### config.mk
export PLATFORM = sky130hd
export DESIGN_NAME = ipf_priority_fields
export DESIGN_NICKNAME = d
export VERILOG_FILES = /design/src/hdl/ipf_pkg.sv /design/src/hdl/ipf_priority_fields.sv
export SDC_FILE = /design/constraint.sdc
export NUM_CORES = 1
export LEC_CHECK = 0
export BUFFER_PORTS_ARGS = -buffer_cell sky130_fd_sc_hd__buf_2
export CAP_MARGIN = 15
export CORE_MARGIN = 4
export CORE_UTILIZATION = 35
export DETAILED_ROUTE_END_ITERATION = 7
export PLACE_DENSITY = 0.64
export SYNTH_ARGS = -nofsm -noshare
export SYNTH_HDL_FRONTEND = slang
export SYNTH_SLANG_ARGS = --single-unit
### constraint.sdc
create_clock -name clk_sys_i -period 2.1 [get_ports clk_sys_i]
set_clock_uncertainty 0.2 [all_clocks]
set_input_delay 0.21 -clock clk_sys_i [delete_from_list [all_inputs] [get_ports clk_sys_i]]
set_output_delay 0.21 -clock clk_sys_i [all_outputs]
set_load 0.03 [all_outputs]
### src/hdl/ipf_pkg.sv
// Package of constants for the interrupt priority fields block
package ipf_pkg;
   localparam int unsigned IPF_NUM_SRC = 4;
   localparam int unsigned IPF_ADDR_W = 8;
   localparam int unsigned IPF_DATA_W = 16;
   localparam int unsigned IPF_PRIO_W = 3;
   // Register byte addresses
   localparam logic [7:0] IPF_OFS_PRIO_21 = 8'h00;
   localparam logic [7:0] IPF_OFS_PRIO_22 = 8'h04;
   localparam logic [7:0] IPF_OFS_OSC_TUNE = 8'h08;
   // Source indices
   localparam int unsigned IPF_SRC_SPI3 = 0;
   localparam int unsigned IPF_SRC_TX4 = 1;
   localparam int unsigned IPF_SRC_RX4 = 2;
   localparam int unsigned IPF_SRC_OSC = 3;
   // Field low-bit positions
   localparam int unsigned IPF_POS_SPI3 = 8;
   localparam int unsigned IPF_POS_TX4 = 4;
   localparam int unsigned IPF_POS_RX4 = 0;
   localparam int unsigned IPF_POS_OSC = 8;
   // Encodings and reset values
   localparam logic [2:0] IPF_PRIO_RESET = 3'h4;
   localparam logic [2:0] IPF_PRIO_OFF = 3'h0;
   localparam logic [2:0] IPF_PRIO_LOW = 3'h1;
   localparam logic [2:0] IPF_PRIO_TOP = 3'h7;
   localparam logic [15:0] IPF_RDATA_ZERO = 16'h0000;
endpackage

### src/hdl/ipf_priority_fields.sv
// Priority control fields for four interrupt sources with a register port
`timescale 1ns/100ps
`default_nettype none
module ipf_priority_fields
   import ipf_pkg::*;
(
   input wire logic clk_sys_i,
   input wire logic reset_i,
   input wire logic ce_i,
   input wire logic [IPF_ADDR_W-1:0] addr_i,
   input wire logic [IPF_DATA_W-1:0] wdata_i,
   input wire logic wr_i,
   input wire logic rd_i,
   output logic [IPF_DATA_W-1:0] rdata_o,
   input wire logic [IPF_NUM_SRC-1:0] src_req_i,
   output logic [IPF_NUM_SRC-1:0] src_req_o,
   output logic [IPF_PRIO_W-1:0] spi_port3_general_priority_o,
   output logic [IPF_PRIO_W-1:0] serial4_tx_priority_o,
   output logic [IPF_PRIO_W-1:0] serial4_rx_priority_o,
   output logic [IPF_PRIO_W-1:0] osc_selftune_priority_o
);

   typedef struct packed {
      logic [IPF_NUM_SRC-1:0][IPF_PRIO_W-1:0] prio;
      logic [IPF_DATA_W-1:0] rdata;
      logic [IPF_NUM_SRC-1:0] req;
   } ipf_state_type;

   ipf_state_type state_q;
   ipf_state_type state_d;

   ////////////////////////////////////////////////////////////////////////////
   // Level decode: linear, so level equals code

   function automatic logic [IPF_PRIO_W-1:0] ipf_level(input logic [IPF_PRIO_W-1:0] code);
      ipf_level = code;
   endfunction

   function automatic logic ipf_enabled(input logic [IPF_PRIO_W-1:0] code);
      ipf_enabled = (code != IPF_PRIO_OFF);
   endfunction

   ////////////////////////////////////////////////////////////////////////////
   // Next state

   always_comb begin
      state_d = state_q;
      if (wr_i) begin
         unique case (addr_i)
            IPF_OFS_PRIO_21: begin
               state_d.prio[IPF_SRC_SPI3] = wdata_i[IPF_POS_SPI3 +: IPF_PRIO_W];
               state_d.prio[IPF_SRC_TX4] = wdata_i[IPF_POS_TX4 +: IPF_PRIO_W];
               state_d.prio[IPF_SRC_RX4] = wdata_i[IPF_POS_RX4 +: IPF_PRIO_W];
            end
            IPF_OFS_OSC_TUNE: begin
               state_d.prio[IPF_SRC_OSC] = wdata_i[IPF_POS_OSC +: IPF_PRIO_W];
            end
            default: begin
            end
         endcase
      end
      // Read data stands for one enabled cycle only and holds while ce_i is low; unmapped reads give zero
      state_d.rdata = IPF_RDATA_ZERO;
      if (rd_i) begin
         unique case (addr_i)
            IPF_OFS_PRIO_21: begin
               state_d.rdata[IPF_POS_SPI3 +: IPF_PRIO_W] = state_q.prio[IPF_SRC_SPI3];
               state_d.rdata[IPF_POS_TX4 +: IPF_PRIO_W] = state_q.prio[IPF_SRC_TX4];
               state_d.rdata[IPF_POS_RX4 +: IPF_PRIO_W] = state_q.prio[IPF_SRC_RX4];
            end
            IPF_OFS_OSC_TUNE: begin
               state_d.rdata[IPF_POS_OSC +: IPF_PRIO_W] = state_q.prio[IPF_SRC_OSC];
            end
            default: begin
            end
         endcase
      end
      // Gate requests by the current field; a disabled source is dropped here
      for (int s = 0; s < IPF_NUM_SRC; s++) begin
         state_d.req[s] = src_req_i[s] && ipf_enabled(ipf_level(state_q.prio[s]));
      end
   end

   ////////////////////////////////////////////////////////////////////////////
   // State register; reset overrides the clock enable

   always_ff @(posedge clk_sys_i) begin
      if (reset_i) begin
         state_q.prio <= {IPF_NUM_SRC{IPF_PRIO_RESET}};
         state_q.rdata <= IPF_RDATA_ZERO;
         state_q.req <= '0;
      end else if (ce_i) begin
         state_q <= state_d;
      end
   end

   assign rdata_o = state_q.rdata;
   assign src_req_o = state_q.req;
   assign spi_port3_general_priority_o = state_q.prio[IPF_SRC_SPI3];
   assign serial4_tx_priority_o = state_q.prio[IPF_SRC_TX4];
   assign serial4_rx_priority_o = state_q.prio[IPF_SRC_RX4];
   assign osc_selftune_priority_o = state_q.prio[IPF_SRC_OSC];

   ////////////////////////////////////////////////////////////////////////////
   // Checks

   property p_top_level;
      @(posedge clk_sys_i) disable iff (reset_i)
      (ce_i && src_req_i[IPF_SRC_RX4] && serial4_rx_priority_o == IPF_PRIO_TOP && !wr_i)
      |=> (src_req_o[IPF_SRC_RX4] && serial4_rx_priority_o == 3'h7);
   endproperty
   a_top_level: assert property (p_top_level) else $error("top level request lost");

   property p_low_level;
      @(posedge clk_sys_i) disable iff (reset_i)
      (ce_i && src_req_i[IPF_SRC_SPI3] && spi_port3_general_priority_o == IPF_PRIO_LOW)
      |=> src_req_o[IPF_SRC_SPI3];
   endproperty
   a_low_level: assert property (p_low_level) else $error("level one request lost");

   property p_disabled;
      @(posedge clk_sys_i) disable iff (reset_i)
      (ce_i && osc_selftune_priority_o == IPF_PRIO_OFF) |=> !src_req_o[IPF_SRC_OSC];
   endproperty
   a_disabled: assert property (p_disabled) else $error("disabled source requested");

   property p_tx_field;
      @(posedge clk_sys_i) disable iff (reset_i)
      (ce_i && wr_i && addr_i == IPF_OFS_PRIO_21)
      |=> serial4_tx_priority_o == $past(wdata_i[6:4]);
   endproperty
   a_tx_field: assert property (p_tx_field) else $error("tx field not at bits 6-4");

   property p_osc_read;
      @(posedge clk_sys_i) disable iff (reset_i)
      (ce_i && rd_i && addr_i == IPF_OFS_OSC_TUNE)
      |=> (rdata_o[15:11] == 5'h0 && rdata_o[7:0] == 8'h00
           && rdata_o[10:8] == $past(osc_selftune_priority_o));
   endproperty
   a_osc_read: assert property (p_osc_read) else $error("osc register read wrong");

   property p_reset_value;
      @(posedge clk_sys_i)
      reset_i |=> (serial4_tx_priority_o == 3'h4 && osc_selftune_priority_o == 3'h4
                   && spi_port3_general_priority_o == 3'h4 && serial4_rx_priority_o == 3'h4);
   endproperty
   a_reset_value: assert property (p_reset_value) else $error("reset value not four");

   property p_freeze;
      @(posedge clk_sys_i) disable iff (reset_i)
      !ce_i |=> ($stable(src_req_o) && $stable(rdata_o) && $stable(serial4_tx_priority_o));
   endproperty
   a_freeze: assert property (p_freeze) else $error("state moved while disabled");

   // Read data must drop back to zero, or a stale word could pass for a later read
   property p_rdata_idle;
      @(posedge clk_sys_i) disable iff (reset_i)
      (ce_i && !rd_i) |=> rdata_o == IPF_RDATA_ZERO;
   endproperty
   a_rdata_idle: assert property (p_rdata_idle) else $error("read data outlived its cycle");

   // Unused places of register 21 read zero, fields read what they held before the strobe
   property p_reg21_read;
      @(posedge clk_sys_i) disable iff (reset_i)
      (ce_i && rd_i && addr_i == IPF_OFS_PRIO_21)
      |=> (rdata_o[15:11] == 5'h00 && rdata_o[7] == 1'b0 && rdata_o[3] == 1'b0
           && rdata_o[10:8] == $past(spi_port3_general_priority_o)
           && rdata_o[6:4] == $past(serial4_tx_priority_o)
           && rdata_o[2:0] == $past(serial4_rx_priority_o));
   endproperty
   a_reg21_read: assert property (p_reg21_read) else $error("register 21 read wrong");

   // Register 22 has no field in this block
   property p_reg22_read;
      @(posedge clk_sys_i) disable iff (reset_i)
      (ce_i && rd_i && addr_i == IPF_OFS_PRIO_22) |=> rdata_o == IPF_RDATA_ZERO;
   endproperty
   a_reg22_read: assert property (p_reg22_read) else $error("register 22 read not zero");

   property p_fields_write;
      @(posedge clk_sys_i) disable iff (reset_i)
      (ce_i && wr_i && addr_i == IPF_OFS_PRIO_21)
      |=> (spi_port3_general_priority_o == $past(wdata_i[10:8])
           && serial4_rx_priority_o == $past(wdata_i[2:0]));
   endproperty
   a_fields_write: assert property (p_fields_write) else $error("register 21 fields misplaced");

   property p_osc_write;
      @(posedge clk_sys_i) disable iff (reset_i)
      (ce_i && wr_i && addr_i == IPF_OFS_OSC_TUNE)
      |=> osc_selftune_priority_o == $past(wdata_i[10:8]);
   endproperty
   a_osc_write: assert property (p_osc_write) else $error("osc field not at bits 10-8");

   // A field may only move on a write to its own register; a stray decode would
   // silently retune some other source
   property p_reg21_hold;
      @(posedge clk_sys_i) disable iff (reset_i)
      !(ce_i && wr_i && addr_i == IPF_OFS_PRIO_21)
      |=> ($stable(spi_port3_general_priority_o) && $stable(serial4_tx_priority_o)
           && $stable(serial4_rx_priority_o));
   endproperty
   a_reg21_hold: assert property (p_reg21_hold) else $error("register 21 field moved");

   property p_osc_hold;
      @(posedge clk_sys_i) disable iff (reset_i)
      !(ce_i && wr_i && addr_i == IPF_OFS_OSC_TUNE) |=> $stable(osc_selftune_priority_o);
   endproperty
   a_osc_hold: assert property (p_osc_hold) else $error("osc field moved");

   // Intermediate levels must forward a request just like the end levels
   property p_mid_level;
      @(posedge clk_sys_i) disable iff (reset_i)
      (ce_i && src_req_i[IPF_SRC_TX4] && serial4_tx_priority_o inside {[3'h2:3'h6]})
      |=> src_req_o[IPF_SRC_TX4];
   endproperty
   a_mid_level: assert property (p_mid_level) else $error("mid level request lost");

   property p_reset_out;
      @(posedge clk_sys_i)
      reset_i |=> (src_req_o == '0 && rdata_o == IPF_RDATA_ZERO);
   endproperty
   a_reset_out: assert property (p_reset_out) else $error("outputs not cleared by reset");

   c_top_req: cover property (@(posedge clk_sys_i) disable iff (reset_i)
      src_req_o[IPF_SRC_RX4] && serial4_rx_priority_o == IPF_PRIO_TOP);
   c_disabled_drop: cover property (@(posedge clk_sys_i) disable iff (reset_i)
      src_req_i[IPF_SRC_OSC] && osc_selftune_priority_o == IPF_PRIO_OFF);
   c_write_read: cover property (@(posedge clk_sys_i) disable iff (reset_i)
      wr_i && addr_i == IPF_OFS_PRIO_21 ##1 rd_i && addr_i == IPF_OFS_PRIO_21);
   c_frozen_write: cover property (@(posedge clk_sys_i) disable iff (reset_i)
      !ce_i && wr_i);
   c_mid_level: cover property (@(posedge clk_sys_i) disable iff (reset_i)
      src_req_o[IPF_SRC_TX4] && serial4_tx_priority_o == 3'h3);

endmodule
`default_nettype wire

* After elaboration in Yosys (flattened, before gate mapping)
Index checks and enable logic that the tools add are counted.
Cells by class: eq/ne operators 1, mux-type cells 6, reduce and logical (&&, ||, !) cells 11
Operators by type and width (number):
- 3-bit two-way mux | 5
- 3-bit nonzero test | 4
- 8-bit by 4-bit == test with 1-bit output, second input constant | 1
- 8-bit zero test | 1
- 3-bit one-hot mux with 2 select lines | 1
- 3-bit AND reduction | 2
- 1-bit logical AND | 4
Storage, ports and cells: flip-flop bits (word level) 25, input bits 33, output and inout bits 32, logic and storage cells 24

* Depth between registers and ports, before layout
Gate-level depths: netlist of the first run.
depth after elaboration 3, mapped depth 5, gate-level depth less buffers 3

* Worst setup path before layout of the first run
Ideal clock, no wire load.
path type in2reg, start point in addr_i[1], end point reg state_q, in the netlist serial4_rx_priority_o[2], library setup time 72 ps, arrival 1456 ps, required time 1828 ps, setup slack 372 ps, stages on the path 4, path buffers 1, cells stage by stage or4b_1 -> buf_2 -> nor4_4 -> mux2i_1
On the way: cells in the longest elaborated chain, start to end 2
Ends and longest elaborated chain:
- start, declared | line ipf_priority_fields.sv:10 | input wire logic [IPF_ADDR_W-1:0] addr_i,
- 8-bit zero test | line ipf_priority_fields.sv:49 | unique case (addr_i)
- 3-bit AND reduction (no line)
- end signal, assigned | line ipf_priority_fields.sv:93 | state_q <= state_d;
- end, declared | line ipf_priority_fields.sv:29 | ipf_state_type state_q;
No other way between the ends. A chain may end at the register's enable or synchronous reset.

* Final worst setup path of the first run
start point in ce_i, end point reg state_q, in the netlist spi_port3_general_priority_o[0]
On the way: cells in the longest elaborated chain, start to end 1
Ends and longest elaborated chain:
- start, declared | line ipf_priority_fields.sv:9 | input wire logic ce_i,
- 3-bit AND reduction (no line)
No other way between the ends.

==> results.sh, run 1 <==
export IMPL_status="complete, no violations"
export IMPL_setup_tns_ns=0
export IMPL_synthXorXnorAreaFrac=0
export IMPL_gp_congestion=0.741
export IMPL_area_delta_synth_final_pct=40.2
export IMPL_cp_buffers_inverters=2
export IMPL_worstPathArrival_ns=1.69
export IMPL_synth_edf_count=0
export IMPL_synth_compound_area_frac=0.153
export IMPL_hold_class="in -> reg"
export IMPL_totalWireLength_mm=3.01
export IMPL_path_clk_slew_ns=0.13
export IMPL_antenna_found_initial=0
export IMPL_cts_root_buf="clkbuf_4"
export IMPL_peakVddDrop_uv=431
export IMPL_drt_iter0_drc=40
export IMPL_cp_slowest_cell="or4b_1"
export IMPL_drv_cap=0
export IMPL_avgSynthCellArea_um2=9.84
export IMPL_setup_slack_ns=0.472
export IMPL_worstPathRequired_ns=2.16
export IMPL_synthSimpleGateAreaFrac=0.223
export IMPL_grt_ovfl_total=0
export IMPL_fmax_mhz=614
export IMPL_path_max_fanout=14
export IMPL_via_per_inst=4.86
export IMPL_grt_max_degree=16
export IMPL_final_layout_size_suffix_gt1_frac=0.356
export IMPL_cts_buffer_depth=2
export IMPL_p_leak_nw=0.690
export IMPL_synth_top_family_by_area="simple AND/OR/NAND/NOR gates"
export IMPL_rsz0062_at_grt="no"
export IMPL_pin_count=65
export IMPL_cts_sinks=25
export IMPL_layout_min_cycle_time_ns=1.63
export IMPL_syn_inst=115
export IMPL_cts_buffers=3
export IMPL_path_class="in -> reg"
export IMPL_clk_latency_ns=0.33
export IMPL_synth_warnings=0
export IMPL_die_y_um=64.8
export IMPL_drv_slew=0
export IMPL_synthDistinctLibCells=22
export IMPL_synthAdderAreaFrac=0
export IMPL_cp_end_kind="flip-flop"
export IMPL_dp_hpwl_mm=2.26
export IMPL_cp_top_family="simple AND/OR/NAND/NOR gates"
export IMPL_start_util=0.367
export IMPL_critPathLaunchType="primary input"
export IMPL_dieArea_mm2=0.00420
export IMPL_cts_max_level=1
export IMPL_path_cells="buf_2 > or4b_1 > nor4_4 > buf_4 > mux2i_1"
export IMPL_cts_setup_buffers=0
export IMPL_synth_area_leaders="dfxtp_1 44%, nand2b_1 7.7%, mux2i_1 7.1%"
export IMPL_worst_pin_slew_ns=0.550
export IMPL_holdBufCountCts=14
export IMPL_multi_input_area_um2=566
export IMPL_synth_flop_cell="dfxtp_1"
export IMPL_antenna_left=0
export IMPL_antennaDiodeCount=0
export IMPL_cpPeakStageDelay_ns=0.61
export IMPL_slew_headroom=0.633
export IMPL_wire_per_inst_um=13.4
export IMPL_num_rows=20
export IMPL_async_reset_ff_frac=0
export IMPL_die_w_um=64.8
export IMPL_port_buffers=50
export IMPL_vias=1088
export IMPL_netlist_area_mm2=0.00113
export IMPL_whs_ns=0.0210
export IMPL_total_power_w=0.000826
export IMPL_period_share=0.775
export IMPL_hold_viol=0
export IMPL_powerDensity_mw_per_mm2=521
export IMPL_finalSetupViolations=0
export IMPL_post_route_cell_area_mm2=0.00159
export IMPL_ctsResizeCount=0
export IMPL_cts_tree="done"
export IMPL_seq_area_um2=500
export IMPL_synth_area_mux_share=0.101
export IMPL_coreArea_mm2=0.00308
export IMPL_dp_slack_ns=0.126
export IMPL_grt_pass1_wl_mm=4.74
export IMPL_synth_top_area_frac=0.442
export IMPL_final_common_cell="buf_2"
export IMPL_final_nets=214
export IMPL_ys_ff_latch=25
export IMPL_gr_usage_all_layers=0.146
export IMPL_final_cell_mix="50 x buf_2, 25 x dfxtp_1, 15 x dlygate4sd3_1"
export IMPL_num_fill_cells=312
export IMPL_dr_pass1_iters=4
export IMPL_drc=0
export IMPL_yosysTopAreaCell="dfxtp_1"
export IMPL_ys_seq_area_frac=0.442
export IMPL_first_global_vias=1012
export IMPL_placedInstanceArea_mm2=0.00141
-- tightest hold or removal path: cells and delay by family --
| family | cells | cell delay [ns] |
|---|---|---|
| AOI/OAI and AO/OA | 1 | 0.06 |
| buffers and inverters | 1 | 0.09 |
| and+or+nand+nor | 2 | 0.15 |
-- path summary, 6_finish.rpt --
| kind | start | to | slack (ns) | cells past startpoint |
|---|---|---|---|---|
| setup / recovery | ce_i | spi_port3_general_priority_o[0] | 0.47 | 5 |
| hold / removal | addr_i[1] | rdata_o[9] | 0.02 | 4 |
| setup reg to reg | osc_selftune_priority_o[2] | src_req_o[3] | 0.86 | 2 |
| hold reg to reg | src_req_o[1] | src_req_o[1] | 0.27 | 2 |
-- per-stage QoR --
step / utilization / cells
finish: 0.515 / 224
global route: 0.515 / 224
CTS: 0.512 / 223
detailed placement: 0.457 / 205
global placement: 0.457 / 205
floorplan: - / 121
-- metal layers --
layer | wire (µm) | vias to the layer above | track usage
li1 | - | 543 | -
met2 | 1470 | 47 | 0.250
met4 | 33 | 0 | 0.0475
met5 | 0 | - | 0
met1 | 1240 | 494 | 0.164
met3 | 269 | 4 | 0.0572
-- power breakdown --
part | switching [W] | internal (W) | total (W) | leakage, nW
registers | 0.00000215 | 0.000479 | 0.000481 | 0.202
logic | 0.0000673 | 0.0000530 | 0.000120 | 0.474
clock network | 0.000152 | 0.0000730 | 0.000225 | 0.0139
-- logic make-up after synthesis --
family	count (synthesis)
simple gates	38
compound gates	25
flops	25
buf+inv	15
mux	11
other cells	1
-- Yosys cell counts, drive strengths merged (2+ instances only) --
master  count
a21oi      11
mux2        3
a22o        6
nand2b     14
buf         9
o31ai       4
o311ai      4
mux2i       8
nor4        2
clkbuf      5
dfxtp      25
nand4       8
nor2        9
-- final cells by class --
class	instances	area share
Sequential cell	25	0.316
Tap cell	44	0.0347
Multi-Input combinational cell	81	0.357
Timing Repair Buffer	69	0.272
Inverter	1	0.00237
Clock inverter	1	0.00474
Clock buffer	3	0.0142
-- registers in the layout, indices dropped and copies added, names as in the netlist --
register	flops
serial4_tx_priority_o	3
src_req_o	4
serial4_rx_priority_o	3
osc_selftune_priority_o	3
rdata_o	9
spi_port3_general_priority_o	3
Power figures use the tool's default switching activity.
==> run 2, diff against run 1 <==
==> constraint.sdc (replaced) <==
create_clock -name clk_sys_i -period 1.6 [get_ports clk_sys_i]
set_clock_uncertainty 0.2 [all_clocks]
set_input_delay 0.16 -clock clk_sys_i [delete_from_list [all_inputs] [get_ports clk_sys_i]]
set_output_delay 0.16 -clock clk_sys_i [all_outputs]
set_load 0.03 [all_outputs]
==> results.sh, run 2 (synthesis results as in run 1) <==
export IMPL_path_clk_slew_ns=0.12
export IMPL_dr_pass1_iters=4
export IMPL_worstPathArrival_ns=1.42
export IMPL_grt_ovfl_total=0
export IMPL_wire_per_inst_um=13.0
export IMPL_combPwrFrac=0.164
export IMPL_power_switching_w=0.000270
export IMPL_layout_min_cycle_time_ns=1.42
export IMPL_p_leak_nw=0.741
export IMPL_cts_root_buf="clkbuf_4"
export IMPL_coreArea_mm2=0.00308
export IMPL_cp_slowest_cell="dlygate4sd3_1"
export IMPL_antenna_found_initial=0
export IMPL_vias=1125
export IMPL_final_cell_mix="50 x buf_2, 25 x dfxtp_1, 15 x dlygate4sd3_1"
export IMPL_final_common_cell="buf_2"
export IMPL_dp_slack_ns=-0.129
export IMPL_drc=0
export IMPL_gp_congestion=0.841
export IMPL_dieArea_mm2=0.00420
export IMPL_critPathLaunchType="primary input"
export IMPL_largest_reg_flops=9
export IMPL_pin_count=65
export IMPL_clk_latency_ns=0.31
export IMPL_period_share=0.889
export IMPL_powerDensity_mw_per_mm2=649
export IMPL_grt_max_degree=19
export IMPL_die_y_um=64.8
export IMPL_start_util=0.367
export IMPL_path_max_fanout=18
export IMPL_intPower_w=0.000809
export IMPL_cpPeakStageDelay_ns=0.53
export IMPL_finalSetupViolations=0
export IMPL_port_buffers=50
export IMPL_setup_slack_ns=0.177
export IMPL_totalWireLength_mm=3.05
export IMPL_path_class="in -> reg"
export IMPL_rsz0062_at_grt="no"
export IMPL_drv_slew=0
export IMPL_grt_pass1_wl_mm=5.11
export IMPL_ctsResizeCount=0
export IMPL_peakVddDrop_uv=580
export IMPL_power_share_clock=0.251
export IMPL_die_w_um=64.8
export IMPL_worstPathRequired_ns=1.60
export IMPL_hold_viol=0
export IMPL_via_per_inst=4.81
export IMPL_cts_buffers=3
export IMPL_cts_tree="done"
export IMPL_num_rows=20
export IMPL_final_layout_size_suffix_gt1_frac=0.389
export IMPL_drv_cap=0
export IMPL_seqPwrFrac=0.586
export IMPL_drt_iter0_drc=34
export IMPL_dp_hpwl_mm=2.38
export IMPL_sw_frac_of_total=0.250
export IMPL_first_global_vias=1142
export IMPL_post_route_cell_area_mm2=0.00166
export IMPL_cp_top_family="buffers and inverters"
export IMPL_cp_buffers_inverters=3
export IMPL_area_delta_synth_final_pct=46.8
export IMPL_cts_sinks=25
export IMPL_hold_class="in -> reg"
export IMPL_cp_end_kind="flip-flop"
export IMPL_antennaDiodeCount=0
export IMPL_setup_tns_ns=0
export IMPL_gr_usage_all_layers=0.151
export IMPL_fin_util=0.539
export IMPL_cts_buffer_depth=2
export IMPL_fmax_mhz=703
export IMPL_antenna_left=0
export IMPL_status="complete, no violations"
export IMPL_cts_max_level=1
export IMPL_placedInstanceArea_mm2=0.00148
export IMPL_final_nets=224
export IMPL_path_cells="dlygate4sd3_1 > buf_2 > buf_4 > nand2b_1 > mux2i_1"
==> run 2: cell types whose count changed in the layout (fill, tap and decap cells not counted), sizes merged <==
cell      before  now
clkbuf         3    4
buf           54   64
clkinvlp       1    0
==> run 2: timing repair <==
action                     CTS  global route
hold endpoints to repair    19             0
buffers inserted             0             0
hold buffers                15             0
setup endpoints to repair    0             0
==> run 2: tightest hold or removal path, delay by kind of cell <==
| kind | cells | cell delay, ns |
|---|---|---|
| buffers and inverters | 1 | 0.12 |
| muxes | 1 | 0.10 |
| and+or+nand+nor | 1 | 0.20 |
==> run 2: power groups by stage <==
stage,sequential (W),combinational [W],clock [W]
floorplan,0.000657,0.0000804,0
global placement,0.000645,0.000144,0
detailed placement,0.000645,0.000147,0
CTS,0.000631,0.000176,0.000280
global route,0.000632,0.000192,0.000304
finish,0.000631,0.000176,0.000271
==> run 2: through the flow <==
| step | std cells | total power (W) | hold WS (ns) |
|---|---|---|---|
| 3_3_place_gp | 215 | 0.000789 | 0.221 |
| 6_report | 234 | 0.00108 | 0.107 |
| 3_5_place_dp | 215 | 0.000792 | 0.225 |
| 5_1_grt | 234 | 0.00113 | 0.108 |
| 2_1_floorplan | 121 | 0.000737 | 0.114 |
| 4_1_cts | 234 | 0.00109 | 0.0972 |
==> run 2: cell type report <==
cell class	count	area, µm²
Inverter	1	3.75
Fill cell	299	1420
Clock buffer	4	26.3
Sequential cell	25	500
Multi-Input combinational cell	81	569
Tap cell	44	55.1
Timing Repair Buffer	79	505
==> run 2: worst paths after layout <==
path / from / to / slack, ns / cells after the start
setup reg to reg: osc_selftune_priority_o[2] / src_req_o[3] / 0.42 / 2
hold / removal: wr_i / osc_selftune_priority_o[0] / 0.11 / 3
hold reg to reg: rdata_o[10] / rdata_o[10] / 0.28 / 2
setup / recovery: reset_i / osc_selftune_priority_o[1] / 0.18 / 5
==> run 2: layer usage <==
metal / GRT usage / vias to the layer above / share of wire
met5: 0 / - / 0
met4: 0.00792 / 0 / 0
met3: 0.0468 / 0 / 0.078
met2: 0.273 / 44 / 0.50
met1: 0.183 / 524 / 0.42
li1: - / 557 / -
